--- config.mk ---
export PLATFORM = sky130hd
export DESIGN_NAME = fcrs_core
export DESIGN_NICKNAME = d
export VERILOG_FILES = /design/src/hdl/fcrs_core_end.sv /design/src/hdl/fcrs_pkg.sv /design/src/hdl/fcrs_core.sv
export SDC_FILE = /design/constraint.sdc
export NUM_CORES = 1
export LEC_CHECK = 0
export ABC_CLOCK_PERIOD_IN_PS = 14300
export BUFFER_PORTS_ARGS = -buffer_cell sky130_fd_sc_hd__buf_2
export CORE_ASPECT_RATIO = 0.7
export CORE_MARGIN = 10
export CORE_UTILIZATION = 57
export CTS_CLUSTER_DIAMETER = 50
export DETAILED_ROUTE_END_ITERATION = 12
export PLACE_DENSITY_LB_ADDON = 0.12
export SETUP_SLACK_MARGIN = 0.2
export SLEW_MARGIN = 20
export SYNTH_ARGS = -nofsm -noshare
export SYNTH_HDL_FRONTEND = slang
export SYNTH_SLANG_ARGS = --single-unit
--- constraint.sdc ---
create_clock -name clk_sys -period 14.3 [get_ports clk_sys]
set_input_delay 3.575 -clock clk_sys [delete_from_list [all_inputs] [get_ports clk_sys]]
set_output_delay 3.575 -clock clk_sys [all_outputs]
set_load 0.02 [all_outputs]
--- src/hdl/fcrs_core_end.sv ---
// Holds no logic; the whole conversion unit lives in the core module.
// Assumes nothing of its surroundings.

--- src/hdl/fcrs_pkg.sv ---
// Constants, field positions, reset values and operation codes of the
// float/fixed conversion and reciprocal seed unit.
// Assumes a 40-bit register file word: sign, 8-bit exponent, 31-bit mantissa.
package fcrs_pkg;
    // Word widths of the register file and of the integer field.
    localparam int unsigned FCRS_DATA_W = 40;
    localparam int unsigned FCRS_INT_W = 32;
    // Register byte offsets on the APB side.
    localparam logic [7:0] FCRS_OFF_MODE = 8'h00;
    localparam logic [7:0] FCRS_OFF_ASTAT = 8'h04;
    localparam logic [7:0] FCRS_OFF_STKY = 8'h08;
    // Mode control field positions.
    localparam int unsigned FCRS_MODE_TRUNC = 0;
    localparam int unsigned FCRS_MODE_SAT = 1;
    // Arithmetic status field positions.
    localparam int unsigned FCRS_AF_ZERO = 0;
    localparam int unsigned FCRS_AF_NEG = 1;
    localparam int unsigned FCRS_AF_OVF = 2;
    localparam int unsigned FCRS_AF_CARRY = 3;
    localparam int unsigned FCRS_AF_INSIGN = 4;
    localparam int unsigned FCRS_AF_INV = 5;
    // Sticky status field positions.
    localparam int unsigned FCRS_SF_UNF = 0;
    localparam int unsigned FCRS_SF_OVF = 1;
    localparam int unsigned FCRS_SF_FOVF = 2;
    localparam int unsigned FCRS_SF_INV = 3;
    // Reset values.
    localparam logic [1:0] FCRS_MODE_RST = 2'h0;
    localparam logic [5:0] FCRS_ASTAT_RST = 6'h00;
    localparam logic [3:0] FCRS_STKY_RST = 4'h0;
    // Exponent codes and limits.
    localparam logic [7:0] FCRS_EXP_ALL = 8'hFF;
    localparam logic [7:0] FCRS_EXP_NMAX = 8'hFE;
    localparam logic [7:0] FCRS_BIAS = 8'h7F;
    localparam logic [7:0] FCRS_RCP_ELIM = 8'hFC;
    localparam logic [7:0] FCRS_RCP_ESUM = 8'hFD;
    localparam logic signed [33:0] FCRS_FIX_EMAX = 34'sh9D;
    localparam logic signed [33:0] FCRS_FIX_ELOST = 34'sh3F;
    localparam logic signed [33:0] FCRS_FIX_SHB = 34'sh9E;
    localparam logic signed [33:0] FCRS_FL_EMAX = 34'sh7F;
    localparam logic signed [33:0] FCRS_FL_EMIN = -34'sh7E;
    localparam logic signed [33:0] FCRS_BIAS_W = 34'sh7F;
    // Integer and special results.
    localparam logic [31:0] FCRS_INT_MAX = 32'h7FFF_FFFF;
    localparam logic [31:0] FCRS_INT_MIN = 32'h8000_0000;
    localparam logic [39:0] FCRS_ALL_ONES = 40'hFF_FFFF_FFFF;
    // Reciprocal table generator: entry = NUM / (BASE + 2i) - ONE, rounded.
    localparam int FCRS_RCP_NUM = 131072;
    localparam int FCRS_RCP_BASE = 257;
    localparam int FCRS_RCP_ONE = 256;
    // Operation codes issued by the sequencer.
    typedef enum logic [2:0] {
        FCRS_OP_FIX = 3'h0,
        FCRS_OP_CHOP = 3'h1,
        FCRS_OP_FLOAT = 3'h2,
        FCRS_OP_RECIP = 3'h3,
        FCRS_OP_EXPX = 3'h4
    } fcrs_op_t;
endpackage

--- src/hdl/fcrs_core.sv ---
// Conversion unit: float to integer, integer to float, reciprocal seed and
// exponent extract, with status flags and an APB register slave.
// Assumes the sequencer drives operands from the same clock, one op a cycle.
//
// The register addresses and register access over APB were left to the implementer.

// Function
// - Float to integer gives 32-bit two's complement
// - Rounding convert: truncate-bit floors, else nearest
// - Chop convert always truncates toward zero
// - Scale operand adds to exponent first
// - Integer in upper 32 bits, extension field zeroed
// - Saturation clamps overflow to integer extremes
// - NaN, or unsaturated overflow, gives all ones
// - Underflow gives zero, floored negatives minus one
// - Convert flags: zero, negative; carry, sign cleared
// - Convert overflow flag: exponent above 157, infinity
// - Convert invalid flag: NaN or unsaturated overflow
// - Sticky underflow for fractional values; stickies follow
// - Integer to float is exact in the 40-bit word
// - Scaled float: overflow infinity/largest normal, underflow zero
// - Float flags: zero below -126, negative; carry, sign, invalid cleared
// - Float overflow flag above 127, only scaled
// - Scaled float updates stickies; unscaled leaves them
// - Seed mantissa from table by seven bits
// - Seed exponent minus e minus one, same sign
// - Seed: zero gives infinity, large gives zero
// - Seed flags and stickies follow seed results
// - Extract flags: zero, negative, overflow, invalid
// - Extract returns exponent minus 127, saturating specials
module fcrs_core #(
    parameter int unsigned DATA_W = fcrs_pkg::FCRS_DATA_W
) (
    input wire logic clk_sys,
    input wire logic reset_n,
    input wire logic op_valid,
    input wire fcrs_pkg::fcrs_op_t op_code,
    input wire logic [DATA_W-1:0] opnd_x,
    input wire logic [DATA_W-1:0] opnd_y,
    input wire logic scale_en,
    output logic res_valid_q,
    output logic [DATA_W-1:0] res_q,
    output logic [5:0] astat_q,
    output logic [3:0] sticky_q,
    input wire logic psel,
    input wire logic penable,
    input wire logic pwrite,
    input wire logic [7:0] paddr,
    input wire logic [31:0] pwdata,
    output logic [31:0] prdata_q,
    output logic pready,
    output logic pslverr
);
    // The datapath is written for the 40-bit word only.
    if (DATA_W != fcrs_pkg::FCRS_DATA_W) begin : g_chk
        $error("fcrs_core supports only a 40-bit data word");
    end
    // Operand fields of X; integers sit in the upper 32 bits.
    logic x_sign; // Sign of the float operand.
    logic [7:0] x_exp; // Biased exponent.
    logic [30:0] x_man; // Fraction below the hidden bit.
    logic [31:0] x_int; // Integer view of X.
    logic [31:0] y_int; // Integer view of the scale operand.
    logic x_nan; // Operand is not a number.
    logic x_inf; // Operand is an infinity.
    logic x_zero; // Zero or denormal, which is flushed to zero.
    logic signed [33:0] scl; // Scale, sign-extended, zero when absent.
    logic [1:0] mode_q; // Truncation and saturation control.
    logic trunc_m; // Truncation rounding selected.
    logic sat_m; // ALU saturation selected.
    fcrs_pkg::fcrs_op_t op_q; // Operation of the result now held.
    // Split the operands once for all datapaths.
    always_comb begin
        x_sign = opnd_x[39];
        x_exp = opnd_x[38:31];
        x_man = opnd_x[30:0];
        x_int = opnd_x[39:8];
        y_int = opnd_y[39:8];
        x_nan = (x_exp == fcrs_pkg::FCRS_EXP_ALL) && (x_man != 31'h0);
        x_inf = (x_exp == fcrs_pkg::FCRS_EXP_ALL) && (x_man == 31'h0);
        x_zero = (x_exp == 8'h00);
        scl = scale_en ? $signed({{2{y_int[31]}}, y_int}) : 34'sh0;
        trunc_m = mode_q[fcrs_pkg::FCRS_MODE_TRUNC];
        sat_m = mode_q[fcrs_pkg::FCRS_MODE_SAT];
    end
    // Float to integer; a 96-bit shifter keeps every fraction bit for shifts up to 64.
    logic signed [33:0] fx_ee; // Scaled biased exponent.
    logic fx_big; // Exponent beyond the integer range.
    logic fx_lost; // All mantissa bits fall below the last guard bit.
    logic [6:0] fx_sh; // Right shift of the 1.31 mantissa.
    logic [95:0] fx_wide; // Integer part from bit 64 up, fraction below.
    logic [31:0] fx_ip; // Integer part before rounding.
    logic fx_half; // First fraction bit.
    logic fx_rest; // Any fraction bit below the first.
    logic fx_inc; // Magnitude increment from rounding.
    logic [32:0] fx_mag; // Rounded magnitude.
    logic fx_movf; // Rounded magnitude does not fit.
    logic fx_ufl; // Nonzero value strictly inside (-1, 1).
    logic [31:0] fx_sint; // Signed integer result.
    logic [39:0] fx_res; // Word written back.
    logic [5:0] fx_af; // Status flags.
    always_comb begin
        fx_ee = $signed({26'h0, x_exp}) + scl;
        fx_big = fx_ee > fcrs_pkg::FCRS_FIX_EMAX;
        fx_lost = fx_ee < fcrs_pkg::FCRS_FIX_ELOST;
        fx_sh = 7'(fcrs_pkg::FCRS_FIX_SHB - fx_ee);
        fx_wide = {1'b1, x_man, 64'h0} >> fx_sh;
        fx_ip = fx_lost ? 32'h0 : fx_wide[95:64];
        fx_half = fx_lost ? 1'b0 : fx_wide[63];
        fx_rest = fx_lost ? 1'b1 : (fx_wide[62:0] != 63'h0);
        if (op_code == fcrs_pkg::FCRS_OP_CHOP) begin
            fx_inc = 1'b0;
        end else if (trunc_m) begin
            fx_inc = x_sign && (fx_half || fx_rest);
        end else begin
            fx_inc = fx_half && (fx_rest || fx_ip[0]);
        end
        fx_mag = {1'b0, fx_ip} + {32'h0, fx_inc};
        fx_movf = fx_mag[32] || (fx_mag[31] && !(x_sign && fx_mag[30:0] == 31'h0));
        fx_ufl = !x_zero && !x_nan && !x_inf && !fx_big && (fx_ip == 32'h0);
        // Two's complement of the magnitude.
        fx_sint = x_sign ? (~fx_mag[31:0] + 32'h1) : fx_mag[31:0];
        if (x_nan) begin
            fx_res = fcrs_pkg::FCRS_ALL_ONES;
        end else if (x_inf || fx_big || fx_movf) begin
            if (sat_m) begin
                fx_res = {x_sign ? fcrs_pkg::FCRS_INT_MIN : fcrs_pkg::FCRS_INT_MAX, 8'h00};
            end else begin
                fx_res = fcrs_pkg::FCRS_ALL_ONES;
            end
        end else if (x_zero) begin
            fx_res = 40'h00_0000_0000;
        end else if (fx_ufl) begin
            // Only the flooring convert sends negative fractions to -1.
            fx_res = (x_sign && trunc_m && op_code == fcrs_pkg::FCRS_OP_FIX) ?
                     {32'hFFFF_FFFF, 8'h00} : 40'h00_0000_0000;
        end else begin
            fx_res = {fx_sint, 8'h00};
        end
        fx_af = 6'h00; // Carry and input sign stay cleared.
        fx_af[fcrs_pkg::FCRS_AF_ZERO] = (fx_res[39:8] == 32'h0);
        fx_af[fcrs_pkg::FCRS_AF_NEG] = fx_res[39];
        fx_af[fcrs_pkg::FCRS_AF_OVF] = x_inf || (fx_big && !x_nan);
        fx_af[fcrs_pkg::FCRS_AF_INV] = x_nan || (!sat_m && (x_inf || fx_big || fx_movf));
    end
    // Most significant set bit of a nonzero magnitude.
    function automatic logic [4:0] fcrs_msb(input logic [31:0] v);
        logic [4:0] p;
        p = 5'h0;
        for (int i = 0; i < 32; i++) begin
            if (v[i]) begin
                p = 5'(i);
            end
        end
        return p;
    endfunction
    // Integer to float. A 32-bit integer has at most 31 bits below its
    // leading one, which the 31-bit mantissa holds, so the conversion is
    // exact and the rounding mode only picks the overflow answer.
    logic fl_neg; // Sign of the integer.
    logic [31:0] fl_mag; // Magnitude; -2^31 maps to 2^31.
    logic [4:0] fl_p; // Leading one position.
    logic [31:0] fl_norm; // Normalized magnitude, hidden bit at 31.
    logic signed [33:0] fl_ue; // Unbiased result exponent.
    logic fl_ovf; // Scaled exponent above the float range.
    logic fl_ufl; // Scaled exponent below the normal range.
    logic [39:0] fl_res; // Word written back.
    logic [5:0] fl_af; // Status flags.
    always_comb begin
        fl_neg = x_int[31];
        fl_mag = fl_neg ? (~x_int + 32'h1) : x_int;
        fl_p = fcrs_msb(fl_mag);
        fl_norm = fl_mag << (5'd31 - fl_p);
        fl_ue = $signed({29'h0, fl_p}) + scl;
        fl_ovf = scale_en && (fl_ue > fcrs_pkg::FCRS_FL_EMAX);
        fl_ufl = fl_ue < fcrs_pkg::FCRS_FL_EMIN;
        if (x_int == 32'h0) begin
            fl_res = 40'h00_0000_0000;
        end else if (fl_ovf) begin
            fl_res = trunc_m ? {fl_neg, fcrs_pkg::FCRS_EXP_NMAX, 31'h7FFF_FFFF} :
                               {fl_neg, fcrs_pkg::FCRS_EXP_ALL, 31'h0};
        end else if (fl_ufl) begin
            fl_res = {fl_neg, 39'h0};
        end else begin
            fl_res = {fl_neg, 8'(fl_ue + fcrs_pkg::FCRS_BIAS_W), fl_norm[30:0]};
        end
        fl_af = 6'h00; // Carry, input sign and invalid cleared.
        fl_af[fcrs_pkg::FCRS_AF_ZERO] = (x_int == 32'h0) || fl_ufl;
        fl_af[fcrs_pkg::FCRS_AF_NEG] = fl_res[39];
        fl_af[fcrs_pkg::FCRS_AF_OVF] = fl_ovf;
    end
    // Reciprocal seed table. Each entry is the rounded fraction of
    // 2/(1+(i+0.5)/128), the midpoint of its interval, which keeps the
    // relative error near 2^-8.
    logic [7:0] rcp_rom [128];
    for (genvar g = 0; g < 128; g++) begin : g_rom
        localparam int DIV = fcrs_pkg::FCRS_RCP_BASE + 2 * g;
        assign rcp_rom[g] = 8'((fcrs_pkg::FCRS_RCP_NUM + DIV / 2) / DIV
                               - fcrs_pkg::FCRS_RCP_ONE);
    end
    // Reciprocal seed and exponent extract.
    logic rc_big; // Operand exponent above +125, infinity included.
    logic [39:0] rc_res; // Seed word.
    logic [5:0] rc_af; // Seed flags.
    logic [39:0] ex_res; // Extract word.
    logic [5:0] ex_af; // Extract flags.
    always_comb begin
        rc_big = x_exp > fcrs_pkg::FCRS_RCP_ELIM;
        if (x_nan) begin
            rc_res = fcrs_pkg::FCRS_ALL_ONES;
        end else if (x_zero) begin
            rc_res = {x_sign, fcrs_pkg::FCRS_EXP_ALL, 31'h0};
        end else if (rc_big) begin
            rc_res = {x_sign, 39'h0};
        end else begin
            // Biased seed exponent 253 - exp is -e-1 rebiased.
            rc_res = {x_sign, fcrs_pkg::FCRS_RCP_ESUM - x_exp, rcp_rom[x_man[30:24]], 23'h0};
        end
        rc_af = 6'h00;
        rc_af[fcrs_pkg::FCRS_AF_ZERO] = rc_big && !x_nan;
        rc_af[fcrs_pkg::FCRS_AF_NEG] = x_sign;
        rc_af[fcrs_pkg::FCRS_AF_OVF] = x_zero;
        rc_af[fcrs_pkg::FCRS_AF_INV] = x_nan;
        if (x_nan) begin
            ex_res = fcrs_pkg::FCRS_ALL_ONES;
        end else if (x_inf) begin
            ex_res = sat_m ? {fcrs_pkg::FCRS_INT_MAX, 8'h00} :
                             {1'b0, fcrs_pkg::FCRS_EXP_ALL, 31'h0};
        end else if (x_zero) begin
            ex_res = sat_m ? {fcrs_pkg::FCRS_INT_MIN, 8'h00} :
                             {1'b1, fcrs_pkg::FCRS_EXP_ALL, 31'h0};
        end else begin
            ex_res = {32'($signed({1'b0, x_exp}) - $signed({1'b0, fcrs_pkg::FCRS_BIAS})), 8'h00};
        end
        ex_af = 6'h00;
        ex_af[fcrs_pkg::FCRS_AF_ZERO] = (ex_res[39:8] == 32'h0);
        ex_af[fcrs_pkg::FCRS_AF_NEG] = ex_res[39];
        ex_af[fcrs_pkg::FCRS_AF_OVF] = x_inf || x_zero;
        ex_af[fcrs_pkg::FCRS_AF_INV] = x_nan;
    end
    // Select the result of the issued operation and its sticky sets.
    logic res_ok; // A legal operation is issued this cycle.
    logic [39:0] nxt_res; // Word to write back.
    logic [5:0] nxt_af; // Flags to store.
    logic [3:0] sk_set; // Sticky bits to set.
    always_comb begin
        res_ok = op_valid;
        nxt_res = 40'h00_0000_0000;
        nxt_af = 6'h00;
        sk_set = 4'h0;
        unique case (op_code)
            fcrs_pkg::FCRS_OP_FIX, fcrs_pkg::FCRS_OP_CHOP: begin
                nxt_res = fx_res;
                nxt_af = fx_af;
                // Fixed overflow sticky is left alone.
                sk_set[fcrs_pkg::FCRS_SF_UNF] = fx_ufl;
                sk_set[fcrs_pkg::FCRS_SF_OVF] = fx_af[fcrs_pkg::FCRS_AF_OVF];
                sk_set[fcrs_pkg::FCRS_SF_INV] = fx_af[fcrs_pkg::FCRS_AF_INV];
            end
            fcrs_pkg::FCRS_OP_FLOAT: begin
                nxt_res = fl_res;
                nxt_af = fl_af;
                // Only the scaled form touches the stickies.
                sk_set[fcrs_pkg::FCRS_SF_UNF] = scale_en && fl_af[fcrs_pkg::FCRS_AF_ZERO];
                sk_set[fcrs_pkg::FCRS_SF_OVF] = fl_ovf;
            end
            fcrs_pkg::FCRS_OP_RECIP: begin
                nxt_res = rc_res;
                nxt_af = rc_af;
                sk_set[fcrs_pkg::FCRS_SF_UNF] = rc_af[fcrs_pkg::FCRS_AF_ZERO];
                sk_set[fcrs_pkg::FCRS_SF_OVF] = rc_af[fcrs_pkg::FCRS_AF_OVF];
                sk_set[fcrs_pkg::FCRS_SF_INV] = rc_af[fcrs_pkg::FCRS_AF_INV];
            end
            fcrs_pkg::FCRS_OP_EXPX: begin
                nxt_res = ex_res;
                nxt_af = ex_af;
                sk_set[fcrs_pkg::FCRS_SF_OVF] = ex_af[fcrs_pkg::FCRS_AF_OVF];
                sk_set[fcrs_pkg::FCRS_SF_INV] = ex_af[fcrs_pkg::FCRS_AF_INV];
            end
            default: begin
                // Unassigned codes produce nothing and change no state.
                res_ok = 1'b0;
            end
        endcase
    end
    // Result word, valid pulse and the operation behind them.
    always_ff @(posedge clk_sys) begin
        if (!reset_n) begin
            res_valid_q <= 1'b0;
            res_q <= 40'h00_0000_0000;
            op_q <= fcrs_pkg::FCRS_OP_FIX;
        end else begin
            res_valid_q <= res_ok;
            if (res_ok) begin
                res_q <= nxt_res;
                op_q <= op_code;
            end
        end
    end
    // APB decode. The slave never waits; reads are captured in setup.
    logic apb_acc; // Access phase.
    logic hit_mode; // Mode control register selected.
    logic hit_astat; // Arithmetic status selected.
    logic hit_stky; // Sticky status selected.
    logic stky_wr; // Sticky clear write in access phase.
    logic [31:0] rd_mux; // Read data for the addressed register.
    always_comb begin
        apb_acc = psel && penable;
        hit_mode = (paddr == fcrs_pkg::FCRS_OFF_MODE);
        hit_astat = (paddr == fcrs_pkg::FCRS_OFF_ASTAT);
        hit_stky = (paddr == fcrs_pkg::FCRS_OFF_STKY);
        stky_wr = apb_acc && pwrite && hit_stky;
        rd_mux = 32'h0000_0000;
        if (hit_mode) begin
            rd_mux = {30'h0, mode_q};
        end else if (hit_astat) begin
            rd_mux = {26'h0, astat_q};
        end else if (hit_stky) begin
            rd_mux = {28'h0, sticky_q};
        end
    end
    assign pready = 1'b1;
    // Unmapped offsets answer with an error and read as zero.
    assign pslverr = apb_acc && !(hit_mode || hit_astat || hit_stky);
    // Reads are registered in setup; a flag raised then shows on the next read.
    always_ff @(posedge clk_sys) begin
        if (!reset_n) begin
            prdata_q <= 32'h0000_0000;
        end else if (psel && !penable) begin
            prdata_q <= rd_mux;
        end
    end
    // Mode control register, written by software.
    always_ff @(posedge clk_sys) begin
        if (!reset_n) begin
            mode_q <= fcrs_pkg::FCRS_MODE_RST;
        end else if (apb_acc && pwrite && hit_mode) begin
            mode_q <= pwdata[1:0];
        end
    end
    // Arithmetic status follows the last operation; read only.
    always_ff @(posedge clk_sys) begin
        if (!reset_n) begin
            astat_q <= fcrs_pkg::FCRS_ASTAT_RST;
        end else if (res_ok) begin
            astat_q <= nxt_af;
        end
    end
    // Sticky status: write one to clear, and a set in the same cycle wins.
    always_ff @(posedge clk_sys) begin
        if (!reset_n) begin
            sticky_q <= fcrs_pkg::FCRS_STKY_RST;
        end else begin
            sticky_q <= (sticky_q & ~(stky_wr ? pwdata[3:0] : 4'h0))
                        | (res_ok ? sk_set : 4'h0);
        end
    end
endmodule

==> summary.log, run 1 <==
qor: timing.fin_tns_setup 0 ns
qor: critical_path.critical_path.reg2reg.endpoint res_q[32]
qor: timing.final.setup_skew 0.00648 ns
qor: drt.vias 18,300
qor: power.power.leakage 6.32 nW
qor: power.power_density 94.5 mW/mm²
qor: drt.route.final.wire_length 62.3 mm
qor: min_path.hp_start prdata_q[1]
qor: timing.setup_viol 0
qor: yosys.synthesis.yosys.warnings 0
qor: drt.wire_per_inst 24.0 µm
qor: drt.starting_drt_drc_count 2,936
qor: clock_network.cts_num_sinks 56
qor: finish.final-instance-count-excl-fill 2,590
qor: global_route.grt_start_max_net_pins 56
qor: timing.max_slew_margin 0.236
qor: drt.firstDrtPassIters 6
qor: clock_network.clock_insertion_delay_worst_skew 0.30 ns
qor: clock_network.clockRootBuffer sky130_fd_sc_hd__clkbuf_16
qor: timing.timing.final.hold_violations 0
qor: floorplan.core 0.0258 mm²
qor: yosys.synth_sequential_area_ratio 0.0746
qor: critical_path.r2r_cells 16
qor: drt.drc_errors 0
qor: critical_path.worst-setup-path-type in2reg
qor: min_path.min_delay_path_depth 2
qor: global_route.grt_remaining_overflow 0
qor: floorplan.die_h 156 µm
qor: yosys.synth_enable_flop_cells 0
qor: critical_path.rr_startpoint mode_q[0]
qor: floorplan.pin_count 215
qor: clock_network.tritoncts yes
qor: yosys.ys_types 105
qor: clock_network.cts-buffers-inserted 5
qor: global_route.antenna_found_initial 2
qor: timing.report.final.slew_viol_count 0
qor: critical_path.crit_arrival 13.64 ns
qor: finish.post_layout_inst_area 0.0160 mm²
qor: yosys.postSynth.asyncResetShare 0
qor: finish.layout-drive-gt1-share 0.146
qor: critical_path.timing.critical_path.mode_cell sky130_fd_sc_hd__ha_1
qor: critical_path.critPathRequiredTime 14.52 ns
qor: yosys.yosys.area.top_type sky130_fd_sc_hd__mux2i_1
qor: place.postPlaceCellArea 0.0158 mm²
qor: timing.final_min_period_over_clock_period 0.938
qor: flow_run.maxCapViolCount 0
qor: floorplan.placement_rows 49
qor: finish.num-nets-final 2,403
qor: yosys.synthMostInstantiatedCell sky130_fd_sc_hd__nand2_1
qor: clock_network.post-cts-setup-buffer-count 0
qor: floorplan.chipWidth 214 µm
qor: global_route.grt_util_all_layers 0.346
qor: drt.drt-vias-per-instance 7.07
qor: critical_path.end_kind flip-flop
qor: global_route.grt_pass1_wl 94.5 mm
qor: critical_path.slowest_stage sky130_fd_sc_hd__a31oi_1
qor: min_path.hp-class reg2reg
qor: yosys.postSynth.topFlopCell sky130_fd_sc_hd__dfxtp_1
qor: timing.fmax 0.0746 GHz
qor: timing.hold_ws 0.448 ns
qor: floorplan.start_util 0.582
qor: clock_network.h_tree_depth 2
qor: floorplan.die_area 0.0334 mm²
qor: critical_path.flop2flop_setup_slack 8.01 ns
qor: clock_network.clockBufferDepth 2
qor: timing.timing.final.crit_period 13.41 ns
qor: place.port-buffer-count 148
qor: timing.worst-slew-pin-transition 1.14 ns
qor: critical_path.crit_path_max_incr_delay 0.90 ns
qor: yosys.synth_top_cell_area_share 0.0879
qor: drt.detail-route-antenna-nets 0
qor: global_route.number_of_global_route_vias_before_repair 16,000
qor: yosys.post_synth.cell_area_avg 6.86 µm²
qor: clock_network.path_clk_slew 0.08 ns
qor: yosys.mappedNetlistArea 0.0150 mm²
qor: place.post-place-cells 2,581
qor: yosys.synthCells 2,191
qor: outcome.status finished, final reports clean
qor: critical_path.critPathCapture res_q[32]
qor: finish.flow.area_growth_from_synthesis 6.32%
qor: place.gp_routability_congestion 1.06
qor: yosys.flop_and_latch_count_out_of_synthesis 56
qor: finish.layout.filler_cells 2,489
qor: timing.rsz_0062_raised_after_global_routing false
qor: critical_path.setup_crit_start_kind input pin
qor: yosys.netlist_top_cells_area sky130_fd_sc_hd__mux2i_1 (8.8%), sky130_fd_sc_hd__dfxtp_1 (7.5%), sky130_fd_sc_hd__a21oi_1 (5.9%)
qor: place.hpwl 49.7 mm
qor: yosys.synth.cells.most_frequent sky130_fd_sc_hd__nand2_1 (223), sky130_fd_sc_hd__nor2_1 (195), sky130_fd_sc_hd__a21oi_1 (176)
qor: critical_path.timing.critical_path.from scale_en
qor: power.power.ir.vdd_worst 0.0514 mV
qor: critical_path.critical_path_peak_fanout 31
[area by class of cell]
class	instances	area [µm²]	area share
Sequential cell	56	1120	0.0701
Timing Repair Buffer	188	1040	0.0651
Antenna cell	1	2.50	0.000157
Clock buffer	6	129	0.00806
Tap cell	357	447	0.0279
Inverter	64	240	0.0150
Multi-Input combinational cell	1916	13000	0.811
Clock inverter	2	38.8	0.00243
[flip-flops by register name, indices dropped and copies added (netlist names)]
| name | cells |
|---|---|
| res_q | 40 |
| prdata_q | 5 |
| astat_q | 4 |
| sticky_q | 4 |
| mode_q | 2 |
| res_valid_q | 1 |
[per-layer routing]
metal	share of wire	routed length, µm	up-vias	GRT usage
li1	-	-	8304	-
met3	0.16	9880	113	0.126
met1	0.44	27500	8515	0.512
met5	0.0015	92	-	0.0159
met4	0.019	1170	4	0.0629
met2	0.38	23600	1368	0.462
[power breakdown]
group          leakage, nW  switching (mW)  internal, mW  total (mW)
logic                 5.77           0.793         0.402        1.19
registers            0.459         0.00633         0.166       0.172
clock network       0.0815          0.0601        0.0836       0.144
total                 6.32           0.859         0.651        1.51
[stage by stage]
step | total power, mW | utilization | worst slack, ns
after detailed placement | 1.30 | 0.612 | 0.754
after floorplan | 0.981 | - | 1.71
after global placement | 1.29 | 0.612 | 0.976
after CTS | 1.45 | 0.619 | 1.02
after global routing | 1.58 | 0.619 | 0.436
final | 1.51 | 0.619 | 0.886
[worst min path at each step]
stage	slack (ns)	to
global route	0.46	prdata_q[1]
global placement	0.44	prdata_q[5]
floorplan	0.52	sticky_q[2]
detailed placement	0.44	prdata_q[1]
finish	0.45	prdata_q[1]
CTS	0.45	prdata_q[1]
[timing repair]
| item | 4_1_cts | 5_1_grt |
|---|---|---|
| setup endpoints to repair | 0 | 1 |
| resized for setup | 0 | 1 |
| hold buffers | 0 | 0 |
[cell usage in the layout (no fill, tap or decap), types with 22 or more instances in the layout]
master / count
sky130_fd_sc_hd__nand2_1: 222
sky130_fd_sc_hd__nor2_1: 195
sky130_fd_sc_hd__a21oi_1: 173
sky130_fd_sc_hd__o21ai_0: 162
sky130_fd_sc_hd__buf_2: 148
sky130_fd_sc_hd__mux2i_1: 132
sky130_fd_sc_hd__nand3_1: 72
sky130_fd_sc_hd__xnor2_1: 61
sky130_fd_sc_hd__inv_1: 58
sky130_fd_sc_hd__dfxtp_1: 56
sky130_fd_sc_hd__nor3_1: 54
sky130_fd_sc_hd__xor2_1: 50
sky130_fd_sc_hd__a31oi_1: 47
sky130_fd_sc_hd__nand4_1: 44
sky130_fd_sc_hd__mux2_2: 42
sky130_fd_sc_hd__buf_4: 40
sky130_fd_sc_hd__nor4_1: 38
sky130_fd_sc_hd__ha_1: 38
sky130_fd_sc_hd__and2_1: 32
sky130_fd_sc_hd__o211ai_1: 31
sky130_fd_sc_hd__conb_1: 30
sky130_fd_sc_hd__mux4_2: 28
sky130_fd_sc_hd__a211oi_1: 26
sky130_fd_sc_hd__or3_1: 25
sky130_fd_sc_hd__o21ai_1: 24
sky130_fd_sc_hd__and3_1: 23
sky130_fd_sc_hd__o31ai_1: 22
sky130_fd_sc_hd__nor2b_1: 22
[worst max-delay path: cells and delay by family]
kind,cells,cell delay [ns]
simple gates,12,4.34
compound gates,10,3.37
fa+ha+maj,3,1.07
buf+inv,3,0.96
mux,1,0.31
[kinds of logic (layout without fill, tap and decap cells)]
group / after synthesis / count (layout) / share of synthesized area
AOI/OAI and AO/OA: 699 / 699 / 0.304
xor gates and xnor gates: 119 / 119 / 0.0766
adders and majority gates: 42 / 42 / 0.0360
buffers and inverters: 247 / 260 / 0.0734
DFF: 56 / 56 / 0.0746
muxes: 203 / 203 / 0.162
other: 2 / 31 / 0.000500
and+or+nand+nor: 823 / 823 / 0.273
No activity file was read; power rests on OpenSTA's default activity.
==> inputs of run 2 (changes only) <==
Settings changed: ABC_CLOCK_PERIOD_IN_PS 14300 to 15280.
Clock period 14.3 ns to 15.28 ns, I/O delays scaled along.
==> summary.log, run 2 (synthesized netlist as in run 1, its figures left out) <==
qor: flow_run.maxCapViolCount 0 [unchanged]
qor: floorplan.die_h 156 µm [unchanged]
qor: finish.largest_registers res_q x40, prdata_q x5
qor: critical_path.crit_arrival 14.23 ns [+0.59 ns]
qor: global_route.grt_util_all_layers 0.340 [-0.00610]
qor: finish.antenna-diode-count 0 [-1]
qor: drt.wire_per_inst 23.9 µm [-0.68%]
qor: global_route.antenna_found_initial 1 [-1]
qor: finish.flow.area_growth_from_synthesis 5.63%
qor: clock_network.cts_num_sinks 56 [unchanged]
qor: clock_network.clockBufferDepth 2 [unchanged]
qor: global_route.grt_remaining_overflow 0 [unchanged]
qor: clock_network.cts_hold_buffers 0 [unchanged]
qor: floorplan.chipWidth 214 µm [unchanged]
qor: floorplan.die_area 0.0334 mm² [unchanged]
qor: floorplan.start_util 0.582 [unchanged]
qor: floorplan.core 0.0258 mm² [unchanged]
qor: clock_network.clock_insertion_delay_worst_skew 0.30 ns [about the same]
qor: place.port-buffer-count 148 [unchanged]
qor: global_route.grt_pass1_wl 92.3 mm [-2.3%]
qor: timing.report.final.slew_viol_count 0 [unchanged]
qor: power.power.ir.vdd_worst 0.0496 mV [-3.6%]
qor: timing.hold_ws 0.452 ns [+0.00479 ns]
qor: timing.timing.final.crit_period 14.03 ns
qor: timing.final_min_period_over_clock_period 0.918
qor: clock_network.clockRootBuffer sky130_fd_sc_hd__clkbuf_16
qor: critical_path.worst-setup-path-type in2reg
qor: clock_network.h_tree_depth 2 [unchanged]
qor: timing.max_slew_margin 0.158 [-0.0776]
qor: critical_path.critical_path_peak_fanout 16 [-48%]
qor: clock_network.cts-resized-gates 0 [unchanged]
qor: drt.starting_drt_drc_count 3,310 [+13%]
qor: timing.rsz_0062_raised_after_global_routing false
qor: place.gp_routability_congestion 1.08 [+1.6%]
qor: global_route.grt_start_max_net_pins 70 [+25%]
qor: clock_network.post-cts-setup-buffer-count 0 [unchanged]
qor: drt.vias 18,300 [-0.016%]
qor: place.hpwl 49.2 mm [-0.93%]
qor: timing.fin_tns_setup 0 ns [unchanged]
qor: critical_path.end_kind flip-flop
qor: clock_network.path_clk_slew 0.08 ns [about the same]
qor: power.power.leakage 6.25 nW [-1.1%]
qor: timing.setup_viol 0 [unchanged]
qor: critical_path.slowest_stage sky130_fd_sc_hd__a2111oi_0
qor: timing.fmax 0.0713 GHz
qor: clock_network.cts-buffers-inserted 5 [unchanged]
qor: drt.detail-route-antenna-nets 0 [unchanged]
qor: critical_path.crit_path_max_incr_delay 1.07 ns [+0.17 ns]
qor: finish.most-common-layout-cells sky130_fd_sc_hd__nand2_1 (222), sky130_fd_sc_hd__nor2_1 (195), sky130_fd_sc_hd__a21oi_1 (173)
qor: floorplan.placement_rows 49 [unchanged]
qor: global_route.number_of_global_route_vias_before_repair 15,600 [-2.5%]
qor: timing.timing.final.hold_violations 0 [unchanged]
qor: drt.route.final.wire_length 61.6 mm [-1.2%]
qor: finish.largest_reg_flops 40 [unchanged]
qor: critical_path.critPathRequiredTime 15.48 ns [+0.96 ns]
qor: floorplan.pin_count 215 [unchanged]
qor: power.power_density 87.4 mW/mm² [-7.5%]
qor: finish.top_register_by_number_of_flip_flops res_q
qor: timing.worst-slew-pin-transition 1.23 ns [+0.0943 ns]
qor: critical_path.setup_crit_start_kind input pin
qor: clock_network.tritoncts yes
qor: finish.num-nets-final 2,391 [-0.50%]
qor: drt.firstDrtPassIters 6 [unchanged]
qor: drt.drt-vias-per-instance 7.10 [+0.49%]
qor: finish.layout-drive-gt1-share 0.142 [-0.00417]
qor: finish.mostFrequentLayoutCell sky130_fd_sc_hd__nand2_1
qor: timing.final.setup_skew 0.00846 ns [+0.00198 ns]
qor: min_path.hp-class reg2reg
qor: drt.drc_errors 0 [unchanged]
qor: outcome.status finished, final reports clean
[run 2: power by group]
part / internal, mW / switching, mW
Sequential: 0.155 / 0.00632
Clock: 0.0623 / 0.0566
Combinational: 0.371 / 0.737
[run 2: worst max-delay path: cells and delay by family]
family	cells	cell delay [ns]
compound gates	10	3.54
simple gates	8	2.89
fa+ha+maj	5	2.10
mux	4	1.28
buf+inv	2	0.57
[run 2: path summary, 6_finish.rpt]
path	from	end	slack (ns)	cells after the start
worst max-delay path	scale_en	astat_q[0]	1.25	29
worst min-delay path	prdata_q[1]	prdata_q[1]	0.45	2
worst max register to register	mode_q[0]	astat_q[0]	8.93	15
worst min register to register	prdata_q[1]	prdata_q[1]	0.45	2
[run 2: metrics by stage]
step	power [mW]	cells	instance area, µm²	worst slack [ns]	utilization
2_1_floorplan	0.918	2219	15100	2.45	-
3_3_place_gp	1.20	2569	15700	1.61	0.609
3_5_place_dp	1.21	2569	15700	1.47	0.609
4_1_cts	1.33	2577	15900	1.71	0.615
5_1_grt	1.45	2577	15900	0.697	0.615
6_report	1.39	2577	15900	1.25	0.615
[run 2: routing by layer]
layer  wire (µm)  track usage
met5           0            0
met1       27200        0.509
met3       10100        0.130
met4        1300       0.0710
met2       22900        0.438
[run 2: area by class of cell]
| type | count | area [µm²] |
|---|---|---|
| clock buffers | 5 | 125 |
| clock inverters | 3 | 27.5 |
| fillers | 2429 | 9930 |
| inverters | 64 | 240 |
| multi-input cells | 1916 | 13000 |
| flip-flops and latches | 56 | 1120 |
| well taps | 357 | 447 |
| repair buffers | 176 | 951 |
